`config.mk`:
```
export PLATFORM = sky130hd
export DESIGN_NAME = ccr_restore
export DESIGN_NICKNAME = d
export VERILOG_FILES = /design/src/ccr_restore.v
export VERILOG_INCLUDE_DIRS = /design/src
export SDC_FILE = /design/constraint.sdc
export NUM_CORES = 1
export LEC_CHECK = 0
export BUFFER_PORTS_ARGS = -buffer_cell sky130_fd_sc_hd__buf_2
export CAP_MARGIN = 20
export CELL_PAD_IN_SITES_DETAIL_PLACEMENT = 1
export CELL_PAD_IN_SITES_GLOBAL_PLACEMENT = 1
export CORE_ASPECT_RATIO = 1.1
export CORE_MARGIN = 2
export CORE_UTILIZATION = 30
export DETAILED_ROUTE_END_ITERATION = 12
export PLACE_DENSITY_LB_ADDON = 0.1
export SLEW_MARGIN = 20
export SYNTH_ARGS = -nofsm -noshare
export SYNTH_HDL_FRONTEND = slang
export SYNTH_SLANG_ARGS = --single-unit
```
`constraint.sdc`:
```
create_clock -name mclk -period 10 [get_ports mclk]
set_input_delay 1 -clock mclk [delete_from_list [all_inputs] [get_ports mclk]]
set_output_delay 1 -clock mclk [all_outputs]
set_load 0.01 [all_outputs]
```
`src/ccr_restore_regs.vh`:
```
// Purpose: constants for the coprocessor context-restore sequencer
// Assumes: interface register offsets are byte offsets from the register set base
// Notes: format word holds a format code in the upper byte and a byte length in the lower byte
`ifndef CCR_RESTORE_REGS_VH
`define CCR_RESTORE_REGS_VH

// interface register offsets
`define CCR_OFF_CONTROL 5'h02
`define CCR_OFF_RESTORE 5'h06
`define CCR_OFF_OPERAND 5'h10

// control register value that sets the abort flag
`define CCR_ABORT_MASK 16'h0001

// format word fields
`define CCR_FMT_CODE_HI 15
`define CCR_FMT_CODE_LO 8
`define CCR_FMT_LEN_HI 7
`define CCR_FMT_LEN_LO 0

// special format codes
`define CCR_FMT_EMPTY 8'h00
`define CCR_FMT_INVALID 8'h01

// operand transfer step, one long word
`define CCR_WORD_BYTES 32'h00000004
`define CCR_LEN_ROUND 9'h003

// fifo geometry
`define CCR_FIFO_WIDTH 32
`define CCR_FIFO_DEPTH 8
`define CCR_FIFO_AW 3

`endif

```
`src/ccr_restore.v`:
```
// Purpose: main-processor side of the coprocessor context-restore dialog
// Assumes: all inputs synchronous to mclk; memory and coprocessor answer with one-cycle acks
// Notes: operand words are fetched into a fifo and drained to the operand register
`timescale 1ns/100ps
`include "ccr_restore_regs.vh"

// simple synchronous fifo with valid/ready on both sides
module ccr_fifo #(
   parameter WIDTH = `CCR_FIFO_WIDTH,
   parameter DEPTH = `CCR_FIFO_DEPTH,
   parameter AW = `CCR_FIFO_AW
) (
   // clock and reset
   input wire mclk,
   input wire rst_n,
   // fill side
   input wire in_valid,
   output wire in_ready,
   input wire [WIDTH-1:0] in_data,
   // drain side
   output wire out_valid,
   input wire out_ready,
   output wire [WIDTH-1:0] out_data
);
   reg [WIDTH-1:0] mem [0:DEPTH-1];
   reg [AW-1:0] wr_ptr_reg;
   reg [AW-1:0] rd_ptr_reg;
   reg [AW:0] count_reg;
   wire push;
   wire pop;

   // handshake terms
   assign in_ready = (count_reg != DEPTH[AW:0]);
   assign out_valid = (count_reg != {(AW+1){1'b0}});
   assign out_data = mem[rd_ptr_reg];
   assign push = in_valid & in_ready;
   assign pop = out_valid & out_ready;

   // storage write
   always @(posedge mclk)
   begin
      if (push)
      begin
         mem[wr_ptr_reg] <= in_data;
      end
   end

   // pointers and occupancy
   always @(posedge mclk)
   begin
      if (!rst_n)
      begin
         wr_ptr_reg <= {AW{1'b0}};
         rd_ptr_reg <= {AW{1'b0}};
         count_reg <= {(AW+1){1'b0}};
      end
      else
      begin
         if (push)
         begin
            wr_ptr_reg <= wr_ptr_reg + {{(AW-1){1'b0}}, 1'b1};
         end
         if (pop)
         begin
            rd_ptr_reg <= rd_ptr_reg + {{(AW-1){1'b0}}, 1'b1};
         end
         if (push && !pop)
         begin
            count_reg <= count_reg + {{AW{1'b0}}, 1'b1};
         end
         else if (pop && !push)
         begin
            count_reg <= count_reg - {{AW{1'b0}}, 1'b1};
         end
      end
   end
endmodule // ccr_fifo

// Behaviour
// - processor reads the restore register back after writing the format word
// - valid format: copy bytes from effective address to operand register
// - empty/reset format: no operand bytes, go straight to finishing
// - byte count comes from the length field of the read-back word
// - invalid code read back: write abort mask to control, then format error
// - after transfer or skip, continue with the next instruction
// - supervisor flag is tested before any other step
// - supervisor clear: privilege violation, no interface register access
// - restore register sits at offset 0x06
// - operand register is 32 bits at offset 0x10
// - control register holds two bits; abort flag aborts the coprocessor
module ccr_restore (
   // clock and reset
   input wire mclk,
   input wire rst_n,
   // instruction request
   input wire restore_start,
   input wire [15:0] restore_format,
   input wire [31:0] restore_ea,
   input wire processor_status_word_s,
   // instruction outcome
   output reg restore_busy,
   output reg finish_step,
   output reg priv_violation,
   output reg format_error,
   // interface register accesses
   output reg interface_register_req,
   output reg interface_register_wr,
   output reg [4:0] interface_register_addr,
   output reg [31:0] interface_register_wdata,
   input wire interface_register_ack,
   input wire [15:0] interface_register_rdata,
   // memory reads of the saved frame
   output reg mem_req,
   output reg [31:0] mem_addr,
   input wire mem_ack,
   input wire [31:0] mem_rdata
);
   localparam [6:0] ST_IDLE = 7'h01;
   localparam [6:0] ST_PRIV = 7'h02;
   localparam [6:0] ST_WRFMT = 7'h04;
   localparam [6:0] ST_RDFMT = 7'h08;
   localparam [6:0] ST_ABORT = 7'h10;
   localparam [6:0] ST_XFER = 7'h20;
   localparam [6:0] ST_FINISH = 7'h40;

   reg [6:0] state_reg;
   reg [15:0] fmt_hold_reg;
   reg [31:0] ea_hold_reg;
   reg [6:0] fetch_left_reg;
   reg [6:0] drain_left_reg;
   wire fifo_in_ready;
   wire fifo_out_valid;
   wire [31:0] fifo_out_data;
   wire fifo_push;
   wire drain_go;
   wire [8:0] len_round;
   wire [6:0] word_count;

   // long words needed for the byte count in the read-back word
   assign len_round = {1'b0, interface_register_rdata[`CCR_FMT_LEN_HI:`CCR_FMT_LEN_LO]} + `CCR_LEN_ROUND;
   assign word_count = len_round[8:2];

   // fifo traffic
   assign fifo_push = mem_req & mem_ack;
   assign drain_go = (state_reg == ST_XFER) && !interface_register_req && fifo_out_valid &&
      (drain_left_reg != 7'h00);

   ccr_fifo #(
      .WIDTH(`CCR_FIFO_WIDTH),
      .DEPTH(`CCR_FIFO_DEPTH),
      .AW(`CCR_FIFO_AW)
   ) u_fifo (
      .mclk(mclk),
      .rst_n(rst_n),
      .in_valid(fifo_push),
      .in_ready(fifo_in_ready),
      .in_data(mem_rdata),
      .out_valid(fifo_out_valid),
      .out_ready(drain_go),
      .out_data(fifo_out_data)
   );

   // restore dialog sequencer
   always @(posedge mclk)
   begin
      if (!rst_n)
      begin
         state_reg <= ST_IDLE;
         fmt_hold_reg <= 16'h0000;
         ea_hold_reg <= 32'h00000000;
         fetch_left_reg <= 7'h00;
         drain_left_reg <= 7'h00;
         restore_busy <= 1'b0;
         finish_step <= 1'b0;
         priv_violation <= 1'b0;
         format_error <= 1'b0;
         interface_register_req <= 1'b0;
         interface_register_wr <= 1'b0;
         interface_register_addr <= 5'h00;
         interface_register_wdata <= 32'h00000000;
         mem_req <= 1'b0;
         mem_addr <= 32'h00000000;
      end
      else
      begin
         finish_step <= 1'b0;
         priv_violation <= 1'b0;
         format_error <= 1'b0;
         case (state_reg)
            ST_IDLE:
            begin
               if (restore_start)
               begin
                  fmt_hold_reg <= restore_format;
                  ea_hold_reg <= restore_ea;
                  restore_busy <= 1'b1;
                  state_reg <= ST_PRIV;
               end
            end
            ST_PRIV:
            begin
               // privilege test comes before any register access
               if (!processor_status_word_s)
               begin
                  priv_violation <= 1'b1;
                  restore_busy <= 1'b0;
                  state_reg <= ST_IDLE;
               end
               else
               begin
                  interface_register_req <= 1'b1;
                  interface_register_wr <= 1'b1;
                  interface_register_addr <= `CCR_OFF_RESTORE;
                  interface_register_wdata <= {fmt_hold_reg, 16'h0000};
                  state_reg <= ST_WRFMT;
               end
            end
            ST_WRFMT:
            begin
               // read the restore register back once the write lands
               if (interface_register_ack)
               begin
                  interface_register_wr <= 1'b0;
                  interface_register_addr <= `CCR_OFF_RESTORE;
                  state_reg <= ST_RDFMT;
               end
            end
            ST_RDFMT:
            begin
               if (interface_register_ack)
               begin
                  if (interface_register_rdata[`CCR_FMT_CODE_HI:`CCR_FMT_CODE_LO] == `CCR_FMT_INVALID)
                  begin
                     interface_register_wr <= 1'b1;
                     interface_register_addr <= `CCR_OFF_CONTROL;
                     interface_register_wdata <= {`CCR_ABORT_MASK, 16'h0000};
                     state_reg <= ST_ABORT;
                  end
                  else if (interface_register_rdata[`CCR_FMT_CODE_HI:`CCR_FMT_CODE_LO] == `CCR_FMT_EMPTY ||
                     word_count == 7'h00)
                  begin
                     interface_register_req <= 1'b0;
                     state_reg <= ST_FINISH;
                  end
                  else
                  begin
                     interface_register_req <= 1'b0;
                     interface_register_wr <= 1'b1;
                     interface_register_addr <= `CCR_OFF_OPERAND;
                     fetch_left_reg <= word_count;
                     drain_left_reg <= word_count;
                     mem_addr <= ea_hold_reg;
                     state_reg <= ST_XFER;
                  end
               end
            end
            ST_ABORT:
            begin
               // format error raised only after the abort write completes
               if (interface_register_ack)
               begin
                  interface_register_req <= 1'b0;
                  format_error <= 1'b1;
                  restore_busy <= 1'b0;
                  state_reg <= ST_IDLE;
               end
            end
            ST_XFER:
            begin
               // fetch side, held off while the fifo is full
               if (fifo_push)
               begin
                  mem_req <= 1'b0;
                  fetch_left_reg <= fetch_left_reg - 7'h01;
                  mem_addr <= mem_addr + `CCR_WORD_BYTES;
               end
               else if (!mem_req && fetch_left_reg != 7'h00 && fifo_in_ready)
               begin
                  mem_req <= 1'b1;
               end
               // drain side, one operand register write per word
               if (drain_go)
               begin
                  interface_register_req <= 1'b1;
                  interface_register_wdata <= fifo_out_data;
               end
               else if (interface_register_req && interface_register_ack)
               begin
                  interface_register_req <= 1'b0;
                  drain_left_reg <= drain_left_reg - 7'h01;
                  if (drain_left_reg == 7'h01)
                  begin
                     state_reg <= ST_FINISH;
                  end
               end
            end
            ST_FINISH:
            begin
               finish_step <= 1'b1;
               restore_busy <= 1'b0;
               state_reg <= ST_IDLE;
            end
            default:
            begin
               interface_register_req <= 1'b0;
               mem_req <= 1'b0;
               restore_busy <= 1'b0;
               state_reg <= ST_IDLE;
            end
         endcase
      end
   end
endmodule // ccr_restore

```
==> impl_results.md <==
- Status: finished, final reports clean
- Post-Syn Area: 0.0174 mm2
- Slew @ Worst Pin: approximately 1.0 ns
- Path depth of the worst reg2reg path: 14
- Ys async rst share: 0%
- Commonest non-fill, non-tap cell in the layout: edfxtp_1
- DR DRC count: 0
- Antenna Nets Post-Route: 0
- FF-to-FF Start: drain_left_reg[0]
- GRT Util Overall: 16.4%
- Largest fanout on the critical path: 6
- Detailed Route WL: 49000 um
- Clk root buf: clkbuf_16
- PostCTS Resize Cnt: 0
- Die height: 257 um
- RSZ-0062 raised after global routing: false
- Clock Latency Late Sink: ~0.58 ns
- Global route overflow: 0
- Max reg flops: 256
- Synth warnings: 0
- Distinct cells, synth: 65
- H-tree Lvls: 2
- Clk pwr share: 46.3%
- WHS Path Cells: 2
- Synth area leaders: edfxtp_1 44%, dfxtp_1 18%, mux4_2 8.3%, nand2_1 4.7%, mux2i_1 3.0%
- CTS Buf Count: 48
- Worst slew margin: between 30% and 40%
- Die width: 234 um
- Share of layout cells above drive strength 1: 23.7%
- Reg-to-Reg End: u_fifo.count_reg[3]
- Post-DR wirelength/cell: 21.2 um
- IO buf count: 175
- Startpoint Class: flop
- CP arrival: 3.77 ns
- Synth-to-layout area growth: 19.1%
- Core ar.: 0.0573 mm2
- RD Place Congestion: 0.755
- Seq pwr share: 46.8%
- Internal: 3.08 mW
- Initial DRC Count: about 500
- Starting Density: 30.4%
- Post-DP HPWL: 30600 um
- Peak Freq: about 310 MHz
- Via Count: 11500
- Synth Instances: 1361
- Pre-antenna DRT Iters: 4
- Final #Nets: 1631
- VDD IR max: 0.109 mV
- Top Ports: around 180
- Die area: 0.0600 mm2
- Post-synth EDFFs: 256
- Switching Fraction: a little under a quarter
- Synth area leader: edfxtp_1
- Final critical-path share of the clock period: 32.7%
- Vias in the first global route: between 10000 and 15000
- Setup Buffers After CTS: 0
- Initial antenna violation count: 7
- Clk buf depth: 3
- Power consumption: between 4 and 5 mW
- Synthesis-stage register bit count: 412
- Critical Path RT: 10.50 ns
- Slack of the worst reg-to-reg path: 6.73 ns
- Layout Cells excl Fill: roughly 2300
- Syn_area_per_cell: 12.8 um2
- Setup TNS: 0 ns
- CTS Sinks: 412
- Largest register by flop count: u_fifo.mem
- # rows: 92
- Register area share after synthesis: 62.1%
- Yosys top cell area share: roughly 44%
- Crit path capture type: flop
- Min Tclk post-route: 3.27 ns
- Pin count of the biggest net entering global routing: 108
- Most frequent cells in the layout: 256 x edfxtp_1, 218 x nand2_1, 174 x buf_2
- WS Path Type: flop to flop
- Clk pin slew, worst setup/hold paths: 0.06 ns
- Hold-fix buffers at CTS: 0
- Setup-failing EPs final: 0
- Hold path start: ea_hold_reg[28]
- Via density: 4.99
- Global-route wire length before repair: around 76000 um
- Final Hold Fails: 0
- Static Leak: 7.29 nW
- TritonCTS clock tree: done
- Fill cells: 6106
- P_sw: approximately 940 uW
- Final Max Tran Viols: 0
- PD cells: 194 mW/mm2
- Main synth FF type: edfxtp_1
- Hold Crit Class: flop to flop
- Worst Skew: 0.0133 ns
- Worst Hold Path EP: ea_hold_reg[28]
- Placed cell count: 2220
- Max_cap viols: 0
- Combinational share of power: under 10%
[cell families after synthesis]
logic type / synth area share, %
buffers and inverters: 2.65
adders and majority gates: 0.834
and+or+nand+nor: 11.9
other: 0.0215
DFF: 62.1
xor gates and xnor gates: 0.654
AOI/OAI and AO/OA: 10.6
muxes: 11.3
[critical path, cell delays in order, from the launching register on]
cell and delay, ns:
dfxtp_1 0.42, inv_1 0.07, ha_1 0.22, nor3b_1 0.19, a221oi_1 0.48, and2_1 0.25, inv_1 0.10, ha_1 0.23
inv_1 0.11, ha_1 0.24, a21o_1 0.18, a21oi_1 0.16, xnor2_1 0.09, or3_1 0.30, a21boi_0 0.16
[per-layer routing]
metal	up-vias	wire length (um)	GRT usage (%)
met1	5837	21700	21.1
met3	78	1910	2.95
met4	12	1180	5.12
li1	5415	-	-
met2	170	24100	28.0
met5	-	70	0
[area by class of cell]
class	count	area, um2	area share [%]
sequential	412	10800	52.2
multi-input combinational	849	6210	30.0
clock buffer	61	1310	6.33
timing repair buffer	197	1050	5.07
tap	752	941	4.54
clock inverter	27	360	1.74
inverter	10	37.5	0.181
antenna	1	2.50	0.0121
[synthesized netlist by cell type (all sizes together), types with 7 or more instances]
| library cell | number |
|---|---|
| nor2 | 74 |
| a31o | 12 |
| nand4 | 10 |
| o211a | 20 |
| o31ai | 11 |
| clkbuf | 55 |
| mux2i | 52 |
| inv | 10 |
| a31oi | 7 |
| and3 | 13 |
| o211ai | 27 |
| and2 | 9 |
| nor3 | 11 |
| nor3b | 8 |
| a21oi | 45 |
| nor2b | 24 |
| a21boi | 61 |
| nor4 | 12 |
| dfxtp | 156 |
| nand3 | 35 |
| or3 | 7 |
| ha | 10 |
| nand2 | 219 |
| edfxtp | 256 |
| mux4 | 64 |
| o21ai | 45 |
| xnor2 | 8 |
| nand2b | 9 |
| buf | 36 |
[worst max-delay path by stage]
stage | endpoint | slack, ns | startpoint
finish | u_fifo.count_reg[3] | 6.73 | drain_left_reg[0]
global route | u_fifo.count_reg[3] | 6.44 | drain_left_reg[0]
CTS | u_fifo.count_reg[3] | 6.68 | drain_left_reg[0]
detailed placement | interface_register_wdata[17] | 6.21 | interface_register_rdata[13]
global placement | interface_register_wdata[17] | 6.27 | interface_register_rdata[13]
floorplan | u_fifo.mem[0][0] | 5.76 | mem_ack
[power by group through the flow]
stage               combinational, mW  sequential [mW]  clock (mW)
finish                          0.277             1.89        1.86
global route                    0.314             1.89        1.99
CTS                             0.287             1.89        1.93
detailed placement              0.286             1.92           0
global placement                0.281             1.92           0
floorplan                       0.175             1.91           0
[stage by stage]
step	setup WS (ns)	utilization [%]	hold WS (ns)	instance area, um2
3_3_place_gp	6.27	33.2	0.446	19100
2_1_floorplan	5.76	-	0.432	17400
3_5_place_dp	6.21	33.2	0.463	19100
6_report	6.73	36.2	0.467	20700
5_1_grt	6.44	36.2	0.488	20700
4_1_cts	6.68	36.2	0.471	20700
Power figures use the tool's default switching activity.
